File: src/acp_pkg.sv
// Purpose: Shared constants for the audio DAC serial control port.
// Assumes: Field positions count from bit 0 of the 16-bit serial word.
// Notes: Bits 1:0 of every word carry the register select code.

package acp_pkg;

  // ---------------------------------------------------------------
  // Serial word layout
  // ---------------------------------------------------------------
  localparam int FRAME_BITS = 16;
  localparam int VAL_BITS = 14;
  localparam int SEL_LSB = 0;
  localparam int VAL_LSB = 2;

  localparam logic [1:0] SEL_VOL_LEFT = 2'h0;
  localparam logic [1:0] SEL_CTL = 2'h1;
  localparam logic [1:0] SEL_VOL_RIGHT = 2'h2;

  // ---------------------------------------------------------------
  // Control word field positions (in the 16-bit word)
  // ---------------------------------------------------------------
  localparam int POS_INTERP_DOUBLE_RATE = 11;
  localparam int POS_INTERP_QUAD_RATE = 10;
  localparam int POS_WLEN = 8;
  localparam int POS_SOFT_RST = 7;
  localparam int POS_SOFT_MUTE = 6;
  localparam int POS_FMT = 4;
  localparam int POS_DEEMPH = 2;

  // ---------------------------------------------------------------
  // Codes and reset values
  // ---------------------------------------------------------------
  localparam logic [1:0] WLEN_24 = 2'h0;
  localparam logic [1:0] WLEN_20 = 2'h1;
  localparam logic [1:0] WLEN_16 = 2'h2;
  localparam logic [4:0] BITS_24 = 5'h18;
  localparam logic [4:0] BITS_20 = 5'h14;
  localparam logic [4:0] BITS_16 = 5'h10;
  localparam logic [1:0] FMT_RIGHT_JUST = 2'h0;
  localparam logic [1:0] DEEMPH_NONE = 2'h0;
  localparam logic [1:0] DEEMPH_44K1 = 2'h1;
  localparam logic [1:0] INTERP_8X = 2'h0;
  localparam logic [1:0] INTERP_4X = 2'h1;
  localparam logic [1:0] INTERP_2X = 2'h2;
  localparam logic [13:0] VOL_RST = 14'h3fff;
  localparam logic [13:0] RAMP_STEP_DEF = 14'h0040;
  localparam int GROUP_DELAY_DEF = 32;
  localparam int RESUME_EXTRA_CYC = 3;

endpackage : acp_pkg

File: src/acp_pin_sync.sv
// Purpose: Two-flop synchroniser with edge detect for a group of pins.
// Assumes: Pins are asynchronous to CLK.
// Notes: Edges come from stages two and three, never from stage one.

`timescale 1ns/1ps

module acp_pin_sync #(
  parameter int W = 1
) (
  input wire logic clk,
  input wire logic srst,
  input wire logic [W-1:0] pin_in,
  output logic [W-1:0] level_out,
  output logic [W-1:0] rise_out,
  output logic [W-1:0] fall_out
);

  logic [W-1:0] meta_ff;
  logic [W-1:0] sync_ff;
  logic [W-1:0] prev_ff;

  always_ff @(posedge clk) begin
    if (srst) begin
      meta_ff <= '0;
      sync_ff <= '0;
      prev_ff <= '0;
    end else begin
      meta_ff <= pin_in;
      sync_ff <= meta_ff;
      prev_ff <= sync_ff;
    end
  end

  assign level_out = sync_ff;
  assign rise_out = sync_ff & ~prev_ff;
  assign fall_out = ~sync_ff & prev_ff;

endmodule : acp_pin_sync

File: src/acp_gain_ramp.sv
// Purpose: Per-channel gain that follows the volume on frame edges, ramping on mute.
// Assumes: en is a one-cycle pulse on each frame clock edge.
// Notes: Ramps around mute and after reset; plain volume changes step at the frame edge.

`timescale 1ns/1ps

module acp_gain_ramp #(
  parameter int W = 14,
  parameter logic [W-1:0] STEP = 14'h0040
) (
  input wire logic clk,
  input wire logic rst,
  input wire logic en,
  input wire logic mute,
  input wire logic [W-1:0] target,
  output logic [W-1:0] gain
);

  logic [W-1:0] gain_ff;
  logic rising_ff;
  logic [W:0] up_sum;

  assign up_sum = {1'b0, gain_ff} + {1'b0, STEP};

  always_ff @(posedge clk) begin
    if (rst) begin
      gain_ff <= '0;
      rising_ff <= 1'b1;
    end else if (en) begin
      if (mute) begin  // [RQ7] [RQ9]
        gain_ff <= (gain_ff > STEP) ? gain_ff - STEP : '0;
        rising_ff <= 1'b1;
      end else if (rising_ff) begin  // [RQ9]
        if (up_sum >= {1'b0, target}) begin
          gain_ff <= target;
          rising_ff <= 1'b0;
        end else begin
          gain_ff <= up_sum[W-1:0];
        end
      end else begin
        gain_ff <= target;  // [RQ6]
      end
    end
  end

  assign gain = gain_ff;
endmodule : acp_gain_ramp

File: src/acp_top.sv
// Purpose: Three-wire serial control port and control logic of a stereo audio DAC.
// Assumes: CLK is the master clock; all link and mode pins are asynchronous to it.
// Notes: Serial clock is oversampled, so it must stay well below CLK/4.
//
// Contract
// (RQ1) Shift one data bit into the shift register on each rising control clock.
// (RQ2) Controller changes data on falling control clock, stable at rising edge.
// (RQ3) Rising commit strobe copies the shift register into the addressed register.
// (RQ4) Controller raises commit strobe at the last falling clock of a frame.
// (RQ5) Free-running control clock never alters registers; only the strobe commits.
// (RQ6) New volume takes effect at the next frame clock edge after commit.
// (RQ7) Hardware mute input high mutes both channels.
// (RQ8) Soft mute bit ORs with hardware mute; resets to zero.
// (RQ9) Mute and unmute ramp the gain; unmute returns to the volume register.
// (RQ10) Select code 01 writes the upper 14 bits into the control register.
// (RQ11) Bits 11 and 10 pick 2x and 4x, ORed with pins; default 8x.
// (RQ12) Wordlength code 00 is 24, 01 is 20, 10 is 16; default 00.
// (RQ13) Format field ORed with format pins: RJ, I2S, LJ, DSP; default 00.
// (RQ14) De-emphasis field: none, 44.1, 32, 48 kHz; default none.
// (RQ15) External emphasis input enables the 44.1 kHz curve on its own.
// (RQ16) Controller should hold emphasis input low when using the field.
// (RQ17) During hardware or software reset, suspend operation, outputs midscale.
// (RQ18) Controller resets at power-up for at least 64 master clocks.
// (RQ19) Output resumes group delay plus three master clocks after reset release.
// (RQ20) Hardware reset low loads defaults into all registers.
// (RQ21) Software reset bit resets internal state but keeps register values.
// (RQ22) Format pins may change at any time; controller should mute first.
// (RQ23) Each write is 16 bits MSB first: two select bits, fourteen value bits.
// (RQ24) Select 00 left volume, 10 right volume, 01 control register.
// (RQ25) Select 11 and unused high control bits are ignored.

`timescale 1ns/1ps

module acp_top
  import acp_pkg::*;
#(
  parameter int GROUP_DELAY_CYC = GROUP_DELAY_DEF,
  parameter logic [13:0] RAMP_STEP = RAMP_STEP_DEF
) (
  input wire logic CLK,
  input wire logic SRST,
  input wire logic RESET_N,
  input wire logic CTL_SHIFT_CLOCK,
  input wire logic CTL_SERIAL_IN,
  input wire logic CTL_COMMIT_STROBE,
  input wire logic LR_FRAME_CLOCK,
  input wire logic MUTE_IN,
  input wire logic EMPHASIS_44K_IN,
  input wire logic FORMAT_SEL_LO,
  input wire logic FORMAT_SEL_HI,
  input wire logic INTERP_DOUBLE_RATE,
  input wire logic INTERP_QUAD_RATE,
  output logic [13:0] LEFT_GAIN,
  output logic [13:0] RIGHT_GAIN,
  output logic MUTE_ACTIVE,
  output logic [1:0] INTERP_MODE,
  output logic [4:0] WORD_LENGTH,
  output logic [1:0] SERIAL_FORMAT,
  output logic [1:0] DEEMPH_SELECT,
  output logic OUTPUT_MIDSCALE
);

  localparam int RESUME_CYC = GROUP_DELAY_CYC + RESUME_EXTRA_CYC;
  localparam int CNT_W = $clog2(RESUME_CYC + 1);
  localparam logic [CNT_W-1:0] RESUME_LAST = CNT_W'(RESUME_CYC - 1);
  localparam int RESUME_I = RESUME_CYC;

  // ---------------------------------------------------------------
  // Functions
  // ---------------------------------------------------------------
  function automatic logic [4:0] wlen_bits(input logic [1:0] code);
    case (code)
      WLEN_20: wlen_bits = BITS_20;
      WLEN_16: wlen_bits = BITS_16;
      default: wlen_bits = BITS_24;
    endcase
  endfunction : wlen_bits

  function automatic logic [1:0] interp_pick(input logic dbl, input logic quad);
    if (dbl) begin
      interp_pick = INTERP_2X;
    end else if (quad) begin
      interp_pick = INTERP_4X;
    end else begin
      interp_pick = INTERP_8X;
    end
  endfunction : interp_pick

  // ---------------------------------------------------------------
  // Pin synchronisers
  // ---------------------------------------------------------------
  logic [3:0] link_lvl;
  logic [3:0] link_rise;
  logic [3:0] link_fall;
  logic [7:0] mode_lvl;

  acp_pin_sync #(.W(4)) u_link_sync (
    .clk(CLK),
    .srst(SRST),
    .pin_in({LR_FRAME_CLOCK, CTL_COMMIT_STROBE, CTL_SERIAL_IN, CTL_SHIFT_CLOCK}),
    .level_out(link_lvl),
    .rise_out(link_rise),
    .fall_out(link_fall)
  );

  // Static pins; changes are legal at any time, so only levels are needed
  acp_pin_sync #(.W(8)) u_mode_sync (
    .clk(CLK),
    .srst(SRST),
    .pin_in({RESET_N, MUTE_IN, EMPHASIS_44K_IN, FORMAT_SEL_HI, FORMAT_SEL_LO,
             INTERP_DOUBLE_RATE, INTERP_QUAD_RATE, 1'b0}),
    .level_out(mode_lvl),
    .rise_out(),
    .fall_out()
  );

  logic shift_rise;
  logic data_s;
  logic commit;
  logic frame_edge;
  logic hw_rst;
  logic mute_pin_s;
  logic emph_pin_s;
  logic [1:0] fmt_pin_s;
  logic dbl_pin_s;
  logic quad_pin_s;

  assign shift_rise = link_rise[0];
  assign data_s = link_lvl[1];
  assign commit = link_rise[2];
  assign frame_edge = link_rise[3] | link_fall[3];
  assign hw_rst = ~mode_lvl[7];
  assign mute_pin_s = mode_lvl[6];
  assign emph_pin_s = mode_lvl[5];
  assign fmt_pin_s = mode_lvl[4:3];
  assign dbl_pin_s = mode_lvl[2];
  assign quad_pin_s = mode_lvl[1];

  // ---------------------------------------------------------------
  // Serial shift register
  // ---------------------------------------------------------------
  logic [FRAME_BITS-1:0] shift_ff;
  logic [1:0] sel;
  logic [VAL_BITS-1:0] value;

  // Data and clock share the same sync latency, so data is still stable here
  always_ff @(posedge CLK) begin
    if (SRST || hw_rst) begin
      shift_ff <= '0;
    end else if (shift_rise) begin
      shift_ff <= {shift_ff[FRAME_BITS-2:0], data_s};  // [RQ1] [RQ2] [RQ23]
    end
  end

  assign sel = shift_ff[SEL_LSB +: 2];
  assign value = shift_ff[VAL_LSB +: VAL_BITS];

  // ---------------------------------------------------------------
  // Volume registers
  // ---------------------------------------------------------------
  logic [VAL_BITS-1:0] vol_left_ff;
  logic [VAL_BITS-1:0] vol_right_ff;

  always_ff @(posedge CLK) begin
    if (SRST || hw_rst) begin  // [RQ20]
      vol_left_ff <= VOL_RST;
      vol_right_ff <= VOL_RST;
    end else if (commit) begin  // [RQ3] [RQ5]
      if (sel == SEL_VOL_LEFT) begin  // [RQ24]
        vol_left_ff <= value;
      end
      if (sel == SEL_VOL_RIGHT) begin  // [RQ24]
        vol_right_ff <= value;
      end
    end
  end

  // ---------------------------------------------------------------
  // Control register
  // ---------------------------------------------------------------
  logic interp_double_rate_ff;
  logic interp_quad_rate_ff;
  logic [1:0] wlen_ff;
  logic soft_rst_ff;
  logic soft_mute_ff;
  logic [1:0] fmt_ff;
  logic [1:0] deemph_ff;

  // Bits above the interpolation flags are dropped, never stored
  always_ff @(posedge CLK) begin
    if (SRST || hw_rst) begin  // [RQ20]
      interp_double_rate_ff <= 1'b0;
      interp_quad_rate_ff <= 1'b0;
      wlen_ff <= WLEN_24;
      soft_rst_ff <= 1'b0;
      soft_mute_ff <= 1'b0;
      fmt_ff <= FMT_RIGHT_JUST;
      deemph_ff <= DEEMPH_NONE;
    end else if (commit && sel == SEL_CTL) begin  // [RQ10] [RQ25]
      interp_double_rate_ff <= shift_ff[POS_INTERP_DOUBLE_RATE];  // [RQ11]
      interp_quad_rate_ff <= shift_ff[POS_INTERP_QUAD_RATE];
      wlen_ff <= shift_ff[POS_WLEN +: 2];  // [RQ12]
      soft_rst_ff <= shift_ff[POS_SOFT_RST];  // [RQ21]
      soft_mute_ff <= shift_ff[POS_SOFT_MUTE];  // [RQ8]
      fmt_ff <= shift_ff[POS_FMT +: 2];  // [RQ13]
      deemph_ff <= shift_ff[POS_DEEMPH +: 2];  // [RQ14]
    end
  end

  // ---------------------------------------------------------------
  // Reset sequencing and resume delay
  // ---------------------------------------------------------------
  logic core_rst;
  logic mid_ff;
  logic [CNT_W-1:0] resume_cnt_ff;

  // Soft reset stops the core but leaves the register file alone
  assign core_rst = hw_rst | soft_rst_ff;  // [RQ17] [RQ21]

  always_ff @(posedge CLK) begin
    if (SRST || core_rst) begin
      mid_ff <= 1'b1;  // [RQ17]
      resume_cnt_ff <= '0;
    end else if (mid_ff) begin
      if (resume_cnt_ff == RESUME_LAST) begin  // [RQ19]
        mid_ff <= 1'b0;
      end else begin
        resume_cnt_ff <= resume_cnt_ff + 1'b1;
      end
    end
  end

  assign OUTPUT_MIDSCALE = mid_ff;

  // ---------------------------------------------------------------
  // Channel gains
  // ---------------------------------------------------------------
  logic ramp_rst;

  assign ramp_rst = SRST | core_rst | mid_ff;

  acp_gain_ramp #(.W(VAL_BITS), .STEP(RAMP_STEP)) u_left_ramp (
    .clk(CLK),
    .rst(ramp_rst),
    .en(frame_edge),
    .mute(MUTE_ACTIVE),
    .target(vol_left_ff),
    .gain(LEFT_GAIN)
  );

  acp_gain_ramp #(.W(VAL_BITS), .STEP(RAMP_STEP)) u_right_ramp (
    .clk(CLK),
    .rst(ramp_rst),
    .en(frame_edge),
    .mute(MUTE_ACTIVE),
    .target(vol_right_ff),
    .gain(RIGHT_GAIN)
  );

  // ---------------------------------------------------------------
  // Effective modes; all register fields but word length ORed with pins
  // ---------------------------------------------------------------
  always_ff @(posedge CLK) begin
    if (SRST) begin
      MUTE_ACTIVE <= 1'b0;
    end else begin
      MUTE_ACTIVE <= mute_pin_s | soft_mute_ff;  // [RQ7] [RQ8]
    end
  end

  always_ff @(posedge CLK) begin
    if (SRST) begin
      INTERP_MODE <= INTERP_8X;
      WORD_LENGTH <= BITS_24;
    end else begin
      INTERP_MODE <= interp_pick(interp_double_rate_ff | dbl_pin_s, interp_quad_rate_ff | quad_pin_s);  // [RQ11]
      WORD_LENGTH <= wlen_bits(wlen_ff);  // [RQ12]
    end
  end

  // Pins are resynchronised every cycle, so a live change just follows through
  always_ff @(posedge CLK) begin
    if (SRST) begin
      SERIAL_FORMAT <= FMT_RIGHT_JUST;
      DEEMPH_SELECT <= DEEMPH_NONE;
    end else begin
      SERIAL_FORMAT <= fmt_ff | fmt_pin_s;  // [RQ13] [RQ22]
      DEEMPH_SELECT <= deemph_ff | (emph_pin_s ? DEEMPH_44K1 : DEEMPH_NONE);  // [RQ15]
    end
  end
endmodule : acp_top

File: config.mk
export PLATFORM = sky130hd
export DESIGN_NAME = acp_top
export DESIGN_NICKNAME = d
export VERILOG_FILES = /design/src/acp_pkg.sv /design/src/acp_pin_sync.sv /design/src/acp_gain_ramp.sv /design/src/acp_top.sv
export SDC_FILE = /design/constraint.sdc
export NUM_CORES = 1
export LEC_CHECK = 0
export ABC_AREA = 1
export BUFFER_PORTS_ARGS = -buffer_cell sky130_fd_sc_hd__buf_2
export CAP_MARGIN = 10
export CORE_UTILIZATION = 30
export DETAILED_ROUTE_END_ITERATION = 16
export PLACE_DENSITY = 0.45
export SKIP_CTS_REPAIR_TIMING = 1
export SYNTH_ARGS = -nofsm -noshare
export SYNTH_HDL_FRONTEND = slang
export SYNTH_HIERARCHICAL = 1
export SYNTH_SLANG_ARGS = --single-unit
File: constraint.sdc
create_clock -name CLK -period 6.35 [get_ports CLK]
set_clock_uncertainty 0.15 [all_clocks]
set_input_delay 0.3175 -clock CLK [delete_from_list [all_inputs] [get_ports CLK]]
set_output_delay 0.3175 -clock CLK [all_outputs]
set_load 0.02 [all_outputs]
==> impl.org, run 1 <==
** Detailed routing
- In the routed design, unresolved DRC markers number 0.
- For this block, the via count after detailed routing is between 5,000 and 6,000.
- In the final routed layout, each cell accounts on average for between 10 and 15 µm.
- The first detailed-routing pass ran for 7 iterations.
- Total wire length :: approximately 16,000 µm
- Once detail routing completed, the nets flagged for antenna violations numbered 0.
- The first routing iteration left roughly 280 violations.
- Detailed-route vias per instance :: 4.442

** Finish
- Leaving out filler cells and counting taps, the final layout contains 1,248.
- The number of antenna diodes in the final layout is 0.
- Final non-filler cell area :: about 7600 µm²
- Of the cells placed in the final design, the portion with a size suffix greater than 1 is around 15%.
- At the end of the flow, the number of nets in the layout was between 1,000 and 1,500.
- The layout has 2,265 filler cells.
- In the final layout, flip-flops and latches occupy approximately 2500 µm².
- Area delta synth->final :: 16.00%
- The multi-input combinational cells in the finished layout cover a total of roughly 3300 µm².

** Place
- Sum of net half-perimeters after detailed placement :: approximately 11,000 µm
- Summing all placed instances gives a cell area of between 6000 and 7000 µm².
- Prior to clock tree synthesis, the placed netlist has a worst setup slack of approximately 3.4 ns.
- Final estimated routing congestion in global placement :: just over 0.8
- In this run the tool buffered the top-level ports with 50 buffer cells.
- Number of cells after detailed placement :: between 1,000 and 1,500

** Run
- Across the run, the number of max-cap violations was 0.

** CTS
- No sink is reached through more buffers than the 2 on the longest clock path.
- After clock tree synthesis, the clock-pin slew on the worst setup and hold paths is about 0.07 ns.
- Clock tree synthesis selected as its root buffer the cell sky130_fd_sc_hd__clkbuf_16.
- The number of clock buffers added by TritonCTS is 17.
- The clock drives between 100 and 150 sinks.
- In this run the number of H-tree levels came out at 4.
- Clock tree from TritonCTS :: done
- Clock insertion delay at the later pin of the skew report :: between 0.4 and 0.5 ns

** Critical path
- STA classifies the critical path endpoint as a register.
- Largest driver fanout on the critical path :: 10
- Crit Path Class :: register to register
- STA puts the critical path data arrival time at 3.15 ns.
- STA classifies the critical path startpoint as a register.
- For the worst flop-to-flop path, the logic depth is 17.
- Reg2reg setup slack :: approximately 3.4 ns
- Data required time at the worst endpoint :: between 6 and 7 ns

** Power and ir drop
- Net switching share of the total power :: between 20 and 30%
- Leakage :: approximately 3.8 nW
- Cell area power density :: around 240 nW/µm²
- Largest voltage drop on the vdd net :: roughly 0.00014 V
- Relative contribution of the clock network to total power :: 52.4%
- The internal power of the cells totals about 0.0013 W.
- Sequential share of power :: between 40 and 50%
- For this design the total switching power over the nets is approximately 0.00045 W.
- Combinational share of power :: roughly 3.0%

** Timing
- Post-layout minimum cycle time :: about 3 ns
- Slew at the pin closest to its max-slew limit :: roughly 0.82 ns
- Setup violators final :: 0
- Setup slack on the critical path of the routed design comes to 3.373 ns.
- Setup repair after global routing missed its margin :: false
- Summed over all failing endpoints, the final setup total negative slack is 0 ns.
- In this run the tightest slew margin relative to its limit is between 40% and 50%.
- Final slew viol count :: 0
- Achievable Freq :: approximately 340 MHz
- The worst path uses 46.89% of the clock period.
- Number of endpoints with negative hold slack in the final report :: 0

** Floorplanning
- The initial utilization of the core area, before any placement, comes to between 30% and 40%.
- Cell Rows :: 53
- between 50 and 60 I/O pins were placed.
- From bottom edge to top edge, the die measures 149.5 µm.
- The total area inside the core boundary comes to 21,150 µm².
- Floorplan die area :: roughly 22,000 µm²
- The die is about 150 µm wide.

** Yosys
- Counting every instance in the synthesized netlist gives roughly 910.
- Cell area after synthesis :: ~6500 µm²
- Mean post-synth cell area :: 7.160 µm²
- Number of warnings printed during yosys synthesis :: 6

** Global route
- Initial antenna violation count :: 0
- Global-route wire length before repair :: 26,260 µm
- Entering global routing, the biggest net connects 44 pins.
- GRT overflow :: 0
- The via count of the first global-routing pass is 5,152.
- Total track usage :: ~15%

** Hold path
- Number of cells on the worst hold path :: 2
- The tightest min-delay check is of the primary input to register type.

** Run status
- The run finished with clean final reports.
final timing paths:
| path | from | to |
|---|---|---|
| setup / recovery | u_right_ramp/gain[6] | u_right_ramp/gain[5] |
| hold / removal | SRST | u_link_sync/prev_ff[0] |
| setup reg to reg | u_right_ramp/gain[6] | u_right_ramp/gain[5] |
| hold reg to reg | u_link_sync/meta_ff[3] | u_link_sync/level_out[3] |
state kept, by name, indices dropped and copies added (netlist names), 2 cells and up:
name	flops
u_mode_sync/meta_ff	7
u_link_sync/level_out	4
fmt_ff	2
u_link_sync/prev_ff	3
deemph_ff	2
SERIAL_FORMAT	2
u_left_ramp/gain	14
u_right_ramp/gain	14
vol_right_ff	14
DEEMPH_SELECT	2
u_mode_sync/level_out	7
u_link_sync/meta_ff	4
resume_cnt_ff	6
vol_left_ff	14
shift_ff	16
INTERP_MODE	2
WORD_LENGTH	2
wlen_ff	2
stage by stage:
stage / util (%) / hold slack (ns) / power [W]
global route: 35.77 / 0.2585 / 0.001864
finish: 35.77 / 0.2409 / 0.001785
global placement: 32.57 / 0.2391 / 0.0008638
floorplan: - / 0.2383 / 0.0008544
detailed placement: 32.57 / 0.2425 / 0.0008636
CTS: 35.25 / -0.07444 / 0.001812
cell usage in the layout (no fill, tap or decap), types with 3 or more instances in the layout:
| cell | count |
|---|---|
| sky130_fd_sc_hd__inv_8 | 6 |
| sky130_fd_sc_hd__nor3_1 | 3 |
| sky130_fd_sc_hd__conb_1 | 3 |
| sky130_fd_sc_hd__dfxtp_1 | 125 |
| sky130_fd_sc_hd__xor2_1 | 8 |
| sky130_fd_sc_hd__inv_1 | 126 |
| sky130_fd_sc_hd__ha_1 | 39 |
| sky130_fd_sc_hd__a21oi_2 | 6 |
| sky130_fd_sc_hd__nand3_2 | 8 |
| sky130_fd_sc_hd__xnor2_1 | 5 |
| sky130_fd_sc_hd__a21oi_1 | 51 |
| sky130_fd_sc_hd__o21ai_0 | 40 |
| sky130_fd_sc_hd__buf_2 | 50 |
| sky130_fd_sc_hd__inv_6 | 6 |
| sky130_fd_sc_hd__and3_1 | 3 |
| sky130_fd_sc_hd__nand2_2 | 17 |
| sky130_fd_sc_hd__nand2_1 | 191 |
| sky130_fd_sc_hd__nand3_1 | 65 |
| sky130_fd_sc_hd__inv_2 | 7 |
| sky130_fd_sc_hd__clkbuf_16 | 17 |
| sky130_fd_sc_hd__nor2_1 | 127 |
| sky130_fd_sc_hd__o21ai_1 | 4 |
| sky130_fd_sc_hd__nor2_2 | 5 |
| sky130_fd_sc_hd__nand4_1 | 26 |
| sky130_fd_sc_hd__dlygate4sd3_1 | 11 |
power by group through the flow:
stage                     clock network, W  logic (W)  registers [W]
after CTS                         0.000966  0.0000498       0.000796
after global routing               0.00101  0.0000621       0.000797
after floorplan                          0  0.0000403       0.000814
after detailed placement                 0  0.0000498       0.000814
after global placement                   0  0.0000500       0.000814
final                             0.000935  0.0000540       0.000796
per-layer routing:
layer | share of wire [%] | wire [µm] | up-vias | track usage, %
li1 | - | - | 2974 | -
met1 | 52 | 8094 | 2472 | 21.02
met2 | 44 | 6936 | 84 | 22.62
met3 | 2.9 | 457 | 13 | 3.384
met4 | 1.4 | 216 | 0 | 5.000
met5 | 0 | 0 | - | 0
worst max-delay path: stages (launching register included):
cell and delay [ns]:
sky130_fd_sc_hd__dfxtp_1 0.49, sky130_fd_sc_hd__ha_1 0.21, sky130_fd_sc_hd__nand2_2 0.07, sky130_fd_sc_hd__nor2_4 0.13, sky130_fd_sc_hd__inv_1 0.05, sky130_fd_sc_hd__nor2_1 0.10, sky130_fd_sc_hd__xor2_1 0.19, sky130_fd_sc_hd__inv_1 0.06
sky130_fd_sc_hd__ha_1 0.31, sky130_fd_sc_hd__nand3_1 0.10, sky130_fd_sc_hd__nor2_1 0.04, sky130_fd_sc_hd__nand3_1 0.07, sky130_fd_sc_hd__nand2_1 0.05, sky130_fd_sc_hd__nand2_1 0.24, sky130_fd_sc_hd__nand4_2 0.22, sky130_fd_sc_hd__nand2_2 0.21
sky130_fd_sc_hd__nand2_1 0.07, sky130_fd_sc_hd__a21oi_1 0.12
area by class of cell:
class	count	share of cell area [%]
clock buffers	17	5.623
multi-input cells	617	43.19
well taps	275	4.548
inverters	137	6.846
flip-flops and latches	125	33.07
clock inverters	15	1.852
repair buffers	62	4.862
Note: power is estimated with default switching activity, not from simulation.
==> run 2, diff against run 1 <==
clock period = 3 ns   (was 6.35 ns; I/O delays follow)
==> run 2 against run 1 <==
  * Sequential power increased by 110%
  * Via count about the same
  * Clock-buffer cell count is 2 higher
  * Maximum frequency is 8.9% higher
  * Sequential cell count did not move
  * Sequential share of layout area fell by 0.45 points
  * Critical endpoint is now u_right_ramp/gain[1]
  * Highest routed layer unchanged
==> impl.org, run 2 (synthesis gave the netlist of run 1 again) <==
** Run status
- Run status :: finished clean

** Global route
- The via count of the first global-routing pass came to around 5,000.
- The first global-routing pass estimated between 20,000 and 30,000 µm of wire.
- After global routing the overflow that remains totals 0.
- The initial antenna violation count came to 0.
- Pin count of the biggest net entering global routing :: 44
- Total track usage :: 14.82%

** Finish
- Leading cell type in the layout, fill and taps excluded :: sky130_fd_sc_hd__nand2_1
- The finished layout holds roughly 1,300 standard cells, fillers aside.
- In the layout the commonest cells are sky130_fd_sc_hd__nand2_1, sky130_fd_sc_hd__nor2_1, sky130_fd_sc_hd__inv_1.
- Area delta synth->final :: 17.65%
- In the final layout, the share of cells above drive strength 1 is 15.74%.
- Total inserted antenna cells :: 0
- Largest Register :: shift_ff
- Max FFs per register :: 16
- The net count of the finished layout is 1,024.

** CTS
- The clock passes through at most 2 buffers.
- Clock tree from TritonCTS :: done
- The clock reaches the later pin of the worst-skew pair after between 0.4 and 0.5 ns.
- CTS placed an instance of sky130_fd_sc_hd__clkbuf_16 at the clock tree root.
- The clock net in this run drives a total of 125 sinks.
- Number of H-tree levels :: 4
- Number of buffers inserted during clock tree synthesis :: 17
- After clock tree synthesis, the clock-pin slew on the worst setup and hold paths is ~0.06 ns.

** Power and ir drop
- Of the total power, the clock network draws about half.
- Combinational share of power :: 3.1%
- Leakage :: between 3 and 4 nW
- Cell area power density :: just under 500 nW/µm²
- IR analysis of the VDD net gives a maximum drop of between 0.0004 and 0.0005 V.
- For this design the total switching power over the nets is roughly 0.0009 W.
- Registers are responsible for 45.6% of the overall power.
- The internal portion of the total power is around 0.0028 W.
- Net switching share of the total power :: between 20% and 30%

** Detailed routing
- Wire per inst :: roughly 13 µm
- Number of nets still failing antenna checks after routing :: 0
- For this block, the routed nets add up to approximately 16,000 µm of wire.
- In the routed layout, each cell is associated on average with a via count of ~4.4.
- Violation count after the first detailed-routing iteration :: 237
- # DRC :: 0
- Via count :: roughly 5,500
- First drt pass iteration count :: 5

** Timing
- Number of endpoints with negative hold slack in the final report :: 0
- Setup violators final :: 0
- Fraction of the cycle the final worst path needs :: around nine tenths
- Final hold analysis gives a worst-case slack of roughly 0.019 ns.
- Setup repair after global routing left no endpoint under its margin.
- Post-layout minimum cycle time :: 2.735 ns
- Max-slew headroom at the worst pin :: ~45%
- Achievable Freq :: about 370 MHz
- The final max-slew violation count was 0.
- Setup TNS :: 0 ns
- Across all setup checks in the final design, the least slack found is approximately 0.26 ns.
- At the pin with the least slew margin, the transition time is just over 0.8 ns.

** Critical path
- In this design, the largest share of critical-path delay is due to simple AND/OR/NAND/NOR gates.
- In this run the worst setup path terminates at u_right_ramp/gain[1].
- STA classifies the critical path endpoint as a register.
- For this design, the slowest cell found on the critical path is sky130_fd_sc_hd__dfxtp_1.
- Of all nets on the critical path, the largest fanout is 9.
- The critical path is of the register to register type.
- List of cells traversed by the critical path :: buf_4, nand3_1, nor2_1, nand3_1, a21oi_1, inv_1, ha_1, and3_1, nand2_2, nor2_1, nand2_2, nand4_2, nand2_2, nand2_1, a21oi_1
- Slowest cell delay on critical path :: 0.33 ns
- The number of cells on the worst reg-to-reg path is 15.
- The most critical setup path has its startpoint at u_right_ramp/gain[6].
- In this run the number of cells on the critical path is 15.
- Data required time at the worst endpoint :: between 3 and 4 ns
- The endpoint identified for the worst register-to-register timing path is u_right_ramp/gain[1].
- For the worst setup path, the data arrival time is about 2.9 ns.
- Most used cell along the critical path :: sky130_fd_sc_hd__nand2_2
- STA classifies the critical path startpoint as a register.
- Total buffers and inverters traversed by the critical path :: 2
- In this run the register-to-register setup slack is ~0.26 ns.
- The worst register-to-register path begins at u_right_ramp/gain[6].

** Floorplanning
- Floorplan die area :: 22,340 µm²
- Width of the die :: 149.5 µm
- Cell Rows :: 53
- The floorplan step defined a core boundary enclosing about 21,000 µm².
- The initial utilization of the core area, before any placement, comes to 30.83%.
- For this design the top-level I/O count stands at 54.
- The floorplan step set the die height to ~150 µm.

** Hold path
- In this run the worst hold path is classified as primary input to register.

** Place
- Number of port buffers :: 50
- The HPWL after detailed placement is 11,380 µm.
- Final estimated routing congestion in global placement :: between 0.7 and 0.8
- Timing analysis after detailed placement gives a worst setup slack of ~0.16 ns.
- After detailed placement, the design holds a cell count of 1,214.

** Run
- The tool flagged a number of max-cap violations equal to 0.
-- run 2: cell types whose count changed in the layout (fill, tap and decap cells not counted), sizes merged --
cell,before,now
buf,51,62
clkbuf,17,19
clkinv,4,8
inv,146,140
nand3,75,76
-- run 2: worst min path at each step --
stage	depth (start not counted)	from	slack, ns	to
after floorplan	1	SRST	0.07	u_mode_sync/meta_ff[3]
final	4	SRST	0.02	shift_ff[0]
after detailed placement	3	RESET_N	0.21	u_mode_sync/meta_ff[7]
after CTS	3	RESET_N	-0.24	u_mode_sync/meta_ff[7]
after global routing	4	SRST	0.04	shift_ff[15]
after global placement	3	LR_FRAME_CLOCK	0.20	u_link_sync/meta_ff[3]
-- run 2: layout make-up --
cell class                 instances  area [µm²]
multi-input combinational        618        3316
tap                              275       344.1
sequential                       125        2504
timing repair buffer              73       450.4
fill                            2327       13480
clock buffer                      19       432.9
clock inverter                    13       108.9
inverter                         137       518.0
-- run 2: power by group through the flow --
| stage | sequential [W] | combinational [W] | clock, W |
|---|---|---|---|
| final | 0.00169 | 0.000116 | 0.00189 |
| after global routing | 0.00169 | 0.000133 | 0.00203 |
| after CTS | 0.00169 | 0.000106 | 0.00194 |
| after detailed placement | 0.00172 | 0.000106 | 0 |
| after global placement | 0.00172 | 0.000107 | 0 |
| after floorplan | 0.00172 | 0.0000853 | 0 |
-- run 2: worst reg2reg max path, cell delays in order, from the launching register on --
cell	delay, ns
sky130_fd_sc_hd__dfxtp_1	0.33
sky130_fd_sc_hd__buf_4	0.17
sky130_fd_sc_hd__nand3_1	0.10
sky130_fd_sc_hd__nor2_1	0.14
sky130_fd_sc_hd__nand3_1	0.12
sky130_fd_sc_hd__a21oi_1	0.25
sky130_fd_sc_hd__inv_1	0.07
sky130_fd_sc_hd__ha_1	0.29
sky130_fd_sc_hd__and3_1	0.16
sky130_fd_sc_hd__nand2_2	0.08
sky130_fd_sc_hd__nor2_1	0.05
sky130_fd_sc_hd__nand2_2	0.15
sky130_fd_sc_hd__nand4_2	0.19
sky130_fd_sc_hd__nand2_2	0.19
sky130_fd_sc_hd__nand2_1	0.07
sky130_fd_sc_hd__a21oi_1	0.13
-- run 2: metrics by stage --
| stage | total power, W | util (%) | instance area [µm²] |
|---|---|---|---|
| 3_3_place_gp | 0.001829 | 32.89 | 6958 |
| 3_5_place_dp | 0.001829 | 32.89 | 6958 |
| 6_report | 0.003694 | 36.27 | 7674 |
| 5_1_grt | 0.003852 | 36.27 | 7674 |
| 4_1_cts | 0.003737 | 35.45 | 7500 |
| 2_1_floorplan | 0.001808 | - | 6526 |
-- run 2: routing by layer --
layer / track usage (%) / wire, µm / part of all wire (%)
met5: 0 / 0 / 0
met4: 4.439 / 182 / 1.2
met3: 3.232 / 572 / 3.6
met2: 22.41 / 6916 / 44
met1: 20.87 / 8146 / 51
